<file path="src/smt_share_consts.svh">
// constants for the two-thread pipeline sharing block
`ifndef SMT_SHARE_CONSTS_SVH
`define SMT_SHARE_CONSTS_SVH
`define UOPQ_DEPTH 16
`define RENQ_DEPTH 16
`define ROB_DEPTH 32
`define LDB_DEPTH 16
`define STB_DEPTH 16
`define DISPATCH_MAX 6
`define DTB_ENTRIES 8
`define DTB_VPN_W 20
`define DTB_PPN_W 20
`define DTB_RESET_VALID 8'h00
`endif

</file>
<file path="src/smt_share_pkg.sv">
// types for the two-thread pipeline sharing block
package smt_share_pkg;
  typedef logic thread_type;
  typedef enum logic {
    mode_shared,
    mode_adaptive
  } l1_mode_type;
endpackage : smt_share_pkg

</file>
<file path="src/thread_partition.sv">
// one partitioned staging buffer: per-thread occupancy with half caps
`timescale 1ns/10ps
`include "smt_share_consts.svh"
module thread_partition
  import smt_share_pkg::*;
#(
  parameter int DEPTH = 16
) (
  input wire logic i_clk,
  input wire logic i_rst_n,
  input wire logic [1:0] i_active,
  input wire logic [1:0] i_alloc,
  input wire logic [1:0] i_free,
  output logic [1:0] o_ready,
  output logic [1:0] o_full,
  output logic [7:0] o_count0,
  output logic [7:0] o_count1
);
  localparam logic [7:0] HALF = 8'(DEPTH / 2);

  logic [7:0] count [2];
  logic [7:0] next_count [2];
  logic [1:0] ready;
  logic [1:0] next_ready;
  logic [1:0] full;
  logic [1:0] next_full;

  always_comb begin
    for (int t = 0; t < 2; t++) begin
      next_count[t] = count[t];
      if (!i_active[t]) begin
        next_count[t] = 8'h00;
      end else begin
        if (i_alloc[t] && ready[t])
          next_count[t] = next_count[t] + 8'h01;
        if (i_free[t] && count[t] != 8'h00)
          next_count[t] = next_count[t] - 8'h01;
      end
      // cap at half so one stalled thread never starves the other
      next_full[t] = (next_count[t] >= HALF);
      next_ready[t] = i_active[t] && !next_full[t];
    end
  end

  always_ff @(posedge i_clk or negedge i_rst_n) begin
    if (!i_rst_n) begin
      count[0] <= 8'h00;
      count[1] <= 8'h00;
      ready <= 2'h0;
      full <= 2'h0;
    end else begin
      count <= next_count;
      ready <= next_ready;
      full <= next_full;
    end
  end

  assign o_ready = ready;
  assign o_full = full;
  assign o_count0 = count[0];
  assign o_count1 = count[1];
endmodule : thread_partition

</file>
<file path="src/two_thread_pipeline_sharing.sv">
// two-thread sharing control: partitions, thread-tagged lookup, selectors
//
// Summary of operation
// - each thread holds at most half a buffer
// - all staging buffers partitioned per thread
// - load/store ordering checked inside own partition
// - translation entries hit on matching thread, or any thread if global in adaptive mode
// - context bit selects shared or adaptive cache
// - adaptive mode maps page accesses identically
// - selection points alternate, else grant other
// - fetch arbitrated each clock, alternating
// - stalled thread yields fetch until refill returns
// - fetch-to-rename queue partitioned when both active
// - dispatch at most six ready micro-ops
// - dispatch ignores thread of queued micro-ops
// - reorder buffer split half per thread
// - retire per thread in order, alternating
// - idle retiring thread gives all to other
// - store commit alternates between threads
// - per-thread pointer and return stack state
`timescale 1ns/10ps
`include "smt_share_consts.svh"
module two_thread_pipeline_sharing
  import smt_share_pkg::*;
(
  input wire logic i_clk,
  input wire logic i_rst_n,
  input wire logic [1:0] i_active,
  input wire logic [1:0] i_fetch_req,
  input wire logic [1:0] i_fetch_miss,
  input wire logic [1:0] i_l2_return,
  input wire logic [1:0] i_uopq_alloc,
  input wire logic [1:0] i_uopq_free,
  input wire logic [1:0] i_renq_alloc,
  input wire logic [1:0] i_renq_free,
  input wire logic [1:0] i_rob_alloc,
  input wire logic [1:0] i_rob_free,
  input wire logic [1:0] i_ldb_alloc,
  input wire logic [1:0] i_ldb_free,
  input wire logic [1:0] i_stb_alloc,
  input wire logic [1:0] i_stb_free,
  input wire logic [1:0] i_order_viol,
  input wire logic [15:0] i_sched_ready,
  input wire logic [1:0] i_retire_ready,
  input wire logic [1:0] i_store_pending,
  input wire logic i_ctx_bit,
  input wire logic i_dtb_lookup,
  input wire logic i_dtb_thread,
  input wire logic [`DTB_VPN_W-1:0] i_dtb_vpn,
  input wire logic i_dtb_fill,
  input wire logic i_dtb_fill_thread,
  input wire logic i_dtb_fill_global,
  input wire logic [`DTB_VPN_W-1:0] i_dtb_fill_vpn,
  input wire logic [`DTB_PPN_W-1:0] i_dtb_fill_ppn,
  input wire logic [1:0] i_branch,
  input wire logic [1:0] i_call,
  input wire logic [1:0] i_ret,
  input wire logic [31:0] i_target,
  output logic [1:0] o_fetch_grant,
  output logic [1:0] o_retire_grant,
  output logic [1:0] o_commit_grant,
  output logic [15:0] o_dispatch,
  output logic [1:0] o_uopq_ready,
  output logic [1:0] o_renq_ready,
  output logic [1:0] o_rob_ready,
  output logic [1:0] o_ldb_ready,
  output logic [1:0] o_stb_ready,
  output logic [1:0] o_order_flush,
  output logic o_dtb_hit,
  output logic [`DTB_PPN_W-1:0] o_dtb_ppn,
  output logic o_l1_adaptive,
  output logic [31:0] o_ip0,
  output logic [31:0] o_ip1,
  output logic [31:0] o_ret_top0,
  output logic [31:0] o_ret_top1
);

  // ------------------------------------------------------------
  // alternating selection
  // ------------------------------------------------------------
  // last holder gets lower priority next; idle cycles keep history
  function automatic logic [1:0] pick(input logic [1:0] req,
                                      input logic last);
    logic [1:0] g;
    g = 2'h0;
    if (req == 2'h3)
      g = last ? 2'h1 : 2'h2;
    else
      g = req;
    return g;
  endfunction : pick

  function automatic logic upd_last(input logic [1:0] g, input logic last);
    return (g == 2'h0) ? last : g[1];
  endfunction : upd_last

  logic [1:0] fetch_wait;
  logic [1:0] next_fetch_wait;
  logic [1:0] fetch_grant, next_fetch_grant;
  logic [1:0] retire_grant, next_retire_grant;
  logic [1:0] commit_grant, next_commit_grant;
  logic last_fetch, next_last_fetch;
  logic last_retire, next_last_retire;
  logic last_commit, next_last_commit;
  logic [1:0] fetch_elig;

  always_comb begin
    next_fetch_wait = fetch_wait;
    for (int t = 0; t < 2; t++) begin
      if (i_fetch_miss[t])
        next_fetch_wait[t] = 1'b1;
      else if (i_l2_return[t])
        next_fetch_wait[t] = 1'b0;
    end
    fetch_elig = i_fetch_req & i_active & ~fetch_wait;
    next_fetch_grant = pick(fetch_elig, last_fetch);
    next_last_fetch = upd_last(next_fetch_grant, last_fetch);
    // retirement is per-thread in order; ready means oldest is done
    next_retire_grant = pick(i_retire_ready & i_active,
                             last_retire);
    next_last_retire = upd_last(next_retire_grant, last_retire);
    next_commit_grant = pick(i_store_pending & i_active,
                             last_commit);
    next_last_commit = upd_last(next_commit_grant, last_commit);
  end

  always_ff @(posedge i_clk or negedge i_rst_n) begin
    if (!i_rst_n) begin
      fetch_wait <= 2'h0;
      fetch_grant <= 2'h0;
      retire_grant <= 2'h0;
      commit_grant <= 2'h0;
      last_fetch <= 1'b1;
      last_retire <= 1'b1;
      last_commit <= 1'b1;
    end else begin
      fetch_wait <= next_fetch_wait;
      fetch_grant <= next_fetch_grant;
      retire_grant <= next_retire_grant;
      commit_grant <= next_commit_grant;
      last_fetch <= next_last_fetch;
      last_retire <= next_last_retire;
      last_commit <= next_last_commit;
    end
  end

  assign o_fetch_grant = fetch_grant;
  assign o_retire_grant = retire_grant;
  assign o_commit_grant = commit_grant;

  // ------------------------------------------------------------
  // partitioned staging buffers
  // ------------------------------------------------------------
  thread_partition #(.DEPTH(`UOPQ_DEPTH)) u_uopq (
    .i_clk(i_clk), .i_rst_n(i_rst_n), .i_active(i_active),
    .i_alloc(i_uopq_alloc), .i_free(i_uopq_free),
    .o_ready(o_uopq_ready), .o_full(), .o_count0(), .o_count1());
  thread_partition #(.DEPTH(`RENQ_DEPTH)) u_renq (
    .i_clk(i_clk), .i_rst_n(i_rst_n), .i_active(i_active),
    .i_alloc(i_renq_alloc), .i_free(i_renq_free),
    .o_ready(o_renq_ready), .o_full(), .o_count0(), .o_count1());
  thread_partition #(.DEPTH(`ROB_DEPTH)) u_rob (
    .i_clk(i_clk), .i_rst_n(i_rst_n), .i_active(i_active),
    .i_alloc(i_rob_alloc), .i_free(i_rob_free),
    .o_ready(o_rob_ready), .o_full(), .o_count0(), .o_count1());
  thread_partition #(.DEPTH(`LDB_DEPTH)) u_ldb (
    .i_clk(i_clk), .i_rst_n(i_rst_n), .i_active(i_active),
    .i_alloc(i_ldb_alloc), .i_free(i_ldb_free),
    .o_ready(o_ldb_ready), .o_full(), .o_count0(), .o_count1());
  thread_partition #(.DEPTH(`STB_DEPTH)) u_stb (
    .i_clk(i_clk), .i_rst_n(i_rst_n), .i_active(i_active),
    .i_alloc(i_stb_alloc), .i_free(i_stb_free),
    .o_ready(o_stb_ready), .o_full(), .o_count0(), .o_count1());

  // violation flushes only the offending thread's partition
  logic [1:0] order_flush, next_order_flush;
  always_comb begin
    next_order_flush = i_order_viol & i_active;
  end
  always_ff @(posedge i_clk or negedge i_rst_n) begin
    if (!i_rst_n)
      order_flush <= 2'h0;
    else
      order_flush <= next_order_flush;
  end
  assign o_order_flush = order_flush;

  // ------------------------------------------------------------
  // dispatch
  // ------------------------------------------------------------
  // lowest slots first; no thread field is even looked at
  logic [15:0] dispatch, next_dispatch;
  always_comb begin
    logic [3:0] n;
    n = 4'h0;
    next_dispatch = 16'h0000;
    for (int i = 0; i < 16; i++) begin
      if (i_sched_ready[i] && n < 4'(`DISPATCH_MAX)) begin
        next_dispatch[i] = 1'b1;
        n = n + 4'h1;
      end
    end
  end
  always_ff @(posedge i_clk or negedge i_rst_n) begin
    if (!i_rst_n)
      dispatch <= 16'h0000;
    else
      dispatch <= next_dispatch;
  end
  assign o_dispatch = dispatch;

  // ------------------------------------------------------------
  // thread-tagged translation buffer and cache mode
  // ------------------------------------------------------------
  logic [`DTB_ENTRIES-1:0] dtb_valid, next_dtb_valid;
  logic [`DTB_ENTRIES-1:0] dtb_tid, next_dtb_tid;
  logic [`DTB_ENTRIES-1:0] dtb_glob, next_dtb_glob;
  logic [`DTB_VPN_W-1:0] dtb_vpn [`DTB_ENTRIES];
  logic [`DTB_VPN_W-1:0] next_dtb_vpn [`DTB_ENTRIES];
  logic [`DTB_PPN_W-1:0] dtb_ppn [`DTB_ENTRIES];
  logic [`DTB_PPN_W-1:0] next_dtb_ppn [`DTB_ENTRIES];
  logic [2:0] fill_ptr, next_fill_ptr;
  logic dtb_hit, next_dtb_hit;
  logic [`DTB_PPN_W-1:0] dtb_out, next_dtb_out;
  logic l1_adaptive, next_l1_adaptive;

  always_comb begin
    next_dtb_valid = dtb_valid;
    next_dtb_tid = dtb_tid;
    next_dtb_glob = dtb_glob;
    next_dtb_vpn = dtb_vpn;
    next_dtb_ppn = dtb_ppn;
    next_fill_ptr = fill_ptr;
    next_dtb_hit = 1'b0;
    next_dtb_out = '0;
    next_l1_adaptive = (i_ctx_bit ? mode_adaptive : mode_shared)
                       == mode_adaptive;
    if (i_dtb_lookup) begin
      for (int i = 0; i < `DTB_ENTRIES; i++) begin
        // page-directory entries are shared only in adaptive mode
        if (dtb_valid[i] && dtb_vpn[i] == i_dtb_vpn &&
            (dtb_tid[i] == i_dtb_thread ||
             (l1_adaptive && dtb_glob[i]))) begin
          next_dtb_hit = 1'b1;
          next_dtb_out = dtb_ppn[i];
        end
      end
    end
    if (i_dtb_fill) begin
      next_dtb_valid[fill_ptr] = 1'b1;
      next_dtb_tid[fill_ptr] = i_dtb_fill_thread;
      next_dtb_glob[fill_ptr] = i_dtb_fill_global;
      next_dtb_vpn[fill_ptr] = i_dtb_fill_vpn;
      next_dtb_ppn[fill_ptr] = i_dtb_fill_ppn;
      next_fill_ptr = fill_ptr + 3'h1;
    end
  end

  always_ff @(posedge i_clk or negedge i_rst_n) begin
    if (!i_rst_n) begin
      dtb_valid <= `DTB_RESET_VALID;
      dtb_tid <= 8'h00;
      dtb_glob <= 8'h00;
      for (int i = 0; i < `DTB_ENTRIES; i++) begin
        dtb_vpn[i] <= '0;
        dtb_ppn[i] <= '0;
      end
      fill_ptr <= 3'h0;
      dtb_hit <= 1'b0;
      dtb_out <= '0;
      l1_adaptive <= 1'b0;
    end else begin
      dtb_valid <= next_dtb_valid;
      dtb_tid <= next_dtb_tid;
      dtb_glob <= next_dtb_glob;
      dtb_vpn <= next_dtb_vpn;
      dtb_ppn <= next_dtb_ppn;
      fill_ptr <= next_fill_ptr;
      dtb_hit <= next_dtb_hit;
      dtb_out <= next_dtb_out;
      l1_adaptive <= next_l1_adaptive;
    end
  end

  assign o_dtb_hit = dtb_hit;
  assign o_dtb_ppn = dtb_out;
  assign o_l1_adaptive = l1_adaptive;

  // ------------------------------------------------------------
  // replicated per-thread state
  // ------------------------------------------------------------
  // one-deep return stack per thread keeps area small
  logic [31:0] ip [2];
  logic [31:0] next_ip [2];
  logic [31:0] rtop [2];
  logic [31:0] next_rtop [2];
  always_comb begin
    for (int t = 0; t < 2; t++) begin
      next_ip[t] = ip[t];
      next_rtop[t] = rtop[t];
      if (i_call[t])
        next_rtop[t] = ip[t] + 32'h4;
      if (i_ret[t])
        next_ip[t] = rtop[t];
      else if (i_branch[t] || i_call[t])
        next_ip[t] = i_target;
      else if (fetch_grant[t])
        next_ip[t] = ip[t] + 32'h10;
    end
  end
  always_ff @(posedge i_clk or negedge i_rst_n) begin
    if (!i_rst_n) begin
      ip[0] <= 32'h0;
      ip[1] <= 32'h0;
      rtop[0] <= 32'h0;
      rtop[1] <= 32'h0;
    end else begin
      ip <= next_ip;
      rtop <= next_rtop;
    end
  end
  assign o_ip0 = ip[0];
  assign o_ip1 = ip[1];
  assign o_ret_top0 = rtop[0];
  assign o_ret_top1 = rtop[1];
endmodule : two_thread_pipeline_sharing

</file>
<file path="config.mk">
export PLATFORM = sky130hd
export DESIGN_NAME = two_thread_pipeline_sharing
export DESIGN_NICKNAME = d
export VERILOG_FILES = /design/src/smt_share_pkg.sv /design/src/thread_partition.sv /design/src/two_thread_pipeline_sharing.sv
export VERILOG_INCLUDE_DIRS = /design/src /design/src/src
export SDC_FILE = /design/constraint.sdc
export NUM_CORES = 1
export LEC_CHECK = 0
export BUFFER_PORTS_ARGS = -buffer_cell sky130_fd_sc_hd__clkbuf_2
export CORE_ASPECT_RATIO = 0.6
export CORE_MARGIN = 4
export CORE_UTILIZATION = 54
export DETAILED_ROUTE_END_ITERATION = 8
export HOLD_SLACK_MARGIN = 0.12
export PLACE_DENSITY = 0.77
export SYNTH_ARGS = -nofsm -noshare
export SYNTH_HDL_FRONTEND = slang
export SYNTH_SLANG_ARGS = --single-unit
export TNS_END_PERCENT = 10
</file>
<file path="constraint.sdc">
create_clock -name i_clk -period 3.11 [get_ports i_clk]
set_clock_uncertainty 0.15 [all_clocks]
set_input_delay 0.311 -clock i_clk [delete_from_list [all_inputs] [get_ports i_clk]]
set_output_delay 0.311 -clock i_clk [all_outputs]
set_load 0.01 [all_outputs]
</file>
==> metrics.md <==
| Metric | Value |
|---|---|
| Number of global-route vias before repair | 25.9k |
| Post-synthesis mux area share | 0.148 |
| Ys async rst share | 1.00 |
| P_sw | 0.0157 W |
| Worst-path clk slew | 70 ps |
| Clock root buffer | clkbuf_16 |
| Global-route wire length before repair | 145000 µm |
| Worst EP required | 3520 ps |
| Crit path max fanout | 4 |
| Congestion Overflow GR | 0 |
| #FFs+latches synth | 616 |
| Worst skew pair latency | 660 ps |
| DRC viols | 0 |
| Nets@finish | 3903 |
| Row count | 69 |
| Slew headroom | 0.404 |
| Beginning of the worst hold path | i_sched_ready[10] |
| EDFF count, synth | 0 |
| Combinational share of power | 0.514 |
| P&R area growth vs syn | 24.1% |
| Total CTS buffers | 58 |
| Final period util | 2.85 |
| Status | finished, violations left |
| Detailed Route WL | 90800 µm |
| Slew @ Worst Pin | 894 ps |
| Setup violators final | 29 |
| Fin crit period | 8870 ps |
| Post-CTS Hold Fix Bufs | 139 |
| Critical path startpoint category | input pin |
| Leak | 18.0 nW |
| Setup crit end kind | flop |
| Hold WS | -109 ps |
| Simple-Gate Fraction of Synth Area | 0.141 |
| Fraction of final layout cells sized beyond drive strength 1 | 0.304 |
| Hold path depth | 3 |
| Core area | 59600 µm² |
| Initial DRC count | 2482 |
| RSZ-0062 raised after global routing | yes |
| Gate Count Post-Synth | 3082 |
| Failing checks | hold timing, setup timing |
| Int Power | 0.0275 W |
| Post-DP HPWL | 62100 µm |
| Clock share of power | 0.173 |
| Initial Utilization | 0.549 |
| # IOs | 340 |
| Avg WL per Cell | 20.1 µm |
| CTS tree | built |
| DP Area | 36800 µm² |
| Max Fclk | 113 MHz |
| Synth Area in Adders | 0.0195 |
| Synth warnings | 0 |
| Design area | 40600 µm² |
| Crit path arrival time | 9270 ps |
| PD cells | 1070 nW/µm² |
| Synth cell types | 82 |
| Mapped Area | 32700 µm² |
| Fillers | 4391 |
| R2R setup slack | -470 ps |
| Crit path largest cell delay | 600 ps |
| Dominant cell type by area after synthesis | dfrtp_1 |
| Drt pass-1 iters | 6 |
| Path depth of the worst reg2reg path | 15 |
| Largest net degree at the start of global routing | 96 |
| Seq/Total Area, Yosys | 0.472 |
| Max clock buf depth | 3 |
| Antenna Violating Nets Remaining | 0 |
| Multi-input gate area | 16800 µm² |
| VDD IR max | 0.00570 V |
| Die footprint | 64700 µm² |
| Sequential cell area | 15400 µm² |
| Reg-to-Reg Start | dtb_vpn[121] |
| Max-cap viol count | 0 |
| Hold Crit Endpoint | o_dispatch[10] |
| Worst path slowest cell | or4b_4 |
| CTS Sinks | 616 |
| Worst R2R End | o_dtb_ppn[13] |
| PnR worst setup slack | -5760 ps |
| Post-synthesis compound-gate area fraction | 0.0783 |
| Main combinational cell family by area after synthesis | multiplexers |
| Top-area cell type share of the netlist area | 0.469 |
| Kind of critical path | input pin to flop |
| Final Hold Fails | 1 |
| Crit path launch | i_sched_ready[0] |
| Antenna violations before repair | 2 |
| Final GP Congestion | 0.927 |
| H-tree levels | 2 |
| Die width | 326 µm |
| Port Buffers | 339 |
| Vias | 26.0k |
| Fin. max-slew vios | 0 |
| Switch share | 0.363 |
| Mapped Nets | 3289 |
| Via density | 5.75 |
| Synth Area in XOR/XNOR | 0.114 |
| Total track usage | 0.280 |
| Die Y | 199 µm |
| Flop pwr share | 0.312 |
| Post-synth top flop | dfrtp_1 |
| Most used cell, CP | ha_4 |
| Type of the worst min-delay path | input pin to flop |
| Mean Syn Cell Area | 10.6 µm² |
| Synth area leaders | dfrtp_1 (47%), mux2_2 (12%), xor2_1 (6.1%), xnor2_1 (4.8%), mux2i_1 (2.7%) |
cells in the mapped netlist (43+ instances only):
library cell	instances
a21oi_1	160
and3_1	43
ha_1	51
and2_1	106
nor2_1	216
nor3_1	44
xnor2_1	180
mux2i_1	87
mux2_2	349
nand3_1	103
nand4_1	62
a211oi_1	44
inv_1	47
xor2_1	228
clkbuf_1	165
o21ai_0	122
dfrtp_1	613
nand2_1	221
critical path, delay by kind of cell:
kind                       cells  cell delay, ps
muxes                          3             730
AOI/OAI and AO/OA              9            1400
adders and majority gates      9            2170
xor gates and xnor gates       3             630
buffers and inverters          4             380
and+or+nand+nor               18            3630
cell families after synthesis:
logic type,Yosys count
adders and majority gates,51
buffers and inverters,227
AOI/OAI and AO/OA,420
DFF,616
and+or+nand+nor,915
xor gates and xnor gates,414
muxes,439
flip-flops by register name, summed over array words and instances (netlist names), 16 cells and up:
| signal | count |
|---|---|
| dtb_ppn | 160 |
| dtb_vpn | 160 |
| o_dispatch | 16 |
| o_dtb_ppn | 20 |
| o_ip0 | 32 |
| o_ip1 | 32 |
| o_ret_top0 | 32 |
| o_ret_top1 | 32 |
cell usage in the layout, fill, tap and decap left out, drive strengths merged, types with 51 or more instances in the layout:
cell type	instances
and2	106
clkbuf	417
dfrtp	613
mux2	350
xor2	228
nand3	103
nand2	221
mux2i	89
nand4	62
nor2	216
ha	51
dlygate4sd3	139
buf	257
o21ai	123
xnor2	183
a21oi	160
inv	51
power by group through the flow:
stage | clock network (W) | logic [W] | registers, W
after CTS | 0.00762 | 0.0206 | 0.0135
after floorplan | 0 | 0.0133 | 0.0131
after global routing | 0.00795 | 0.0243 | 0.0139
final | 0.00749 | 0.0222 | 0.0135
after detailed placement | 0 | 0.0190 | 0.0136
after global placement | 0 | 0.0182 | 0.0134
area by class of cell:
type / instances / share of cell area
Tap cell: 781 / 0.0241
Sequential cell: 616 / 0.380
Multi-Input combinational cell: 2239 / 0.414
Inverter: 49 / 0.00466
Antenna cell: 2 / 0.000123
Clock inverter: 27 / 0.00777
Clock buffer: 81 / 0.0416
Timing Repair Buffer: 732 / 0.128
how the worst max path moves through the flow:
| stage | end | slack, ps |
|---|---|---|
| 6_report | o_dispatch[15] | -5760 |
| 5_1_grt | o_dispatch[15] | -6100 |
| 4_1_cts | o_dispatch[15] | -5480 |
| 3_5_place_dp | o_dispatch[15] | -6690 |
| 3_3_place_gp | o_dispatch[15] | -6560 |
| 2_1_floorplan | o_dispatch[15] | -6330 |
through the flow:
step           power [W]  std cells  worst slack (ps)   util  TNS (ps)
2_1_floorplan     0.0264       3082             -6330      -    -41080
3_3_place_gp      0.0316       4259             -6560  0.618    -42080
3_5_place_dp      0.0325       4259             -6690  0.618    -43900
4_1_cts           0.0417       4516             -5480  0.678    -33940
5_1_grt           0.0462       4526             -6100  0.681    -43790
6_report          0.0432       4527             -5760  0.681    -37160
repair_timing:
| action | CTS | global route |
|---|---|---|
| hold endpoints to repair | 1110 | 5 |
| buffers inserted | 10 | 9 |
| pin swaps | 24 | 25 |
| endpoints found under the setup margin | 29 | 29 |
| cloned | 0 | 0 |
| resized for setup | 31 | 25 |
routing by layer:
| layer | share of wire | track usage | vias up |
|---|---|---|---|
| met5 | 0.00014 | 0 | - |
| met4 | 0.033 | 0.0900 | 2 |
| met3 | 0.076 | 0.0488 | 198 |
| met2 | 0.43 | 0.417 | 1056 |
| met1 | 0.46 | 0.418 | 12800 |
| li1 | - | - | 12000 |
Power figures use the tool's default switching activity.
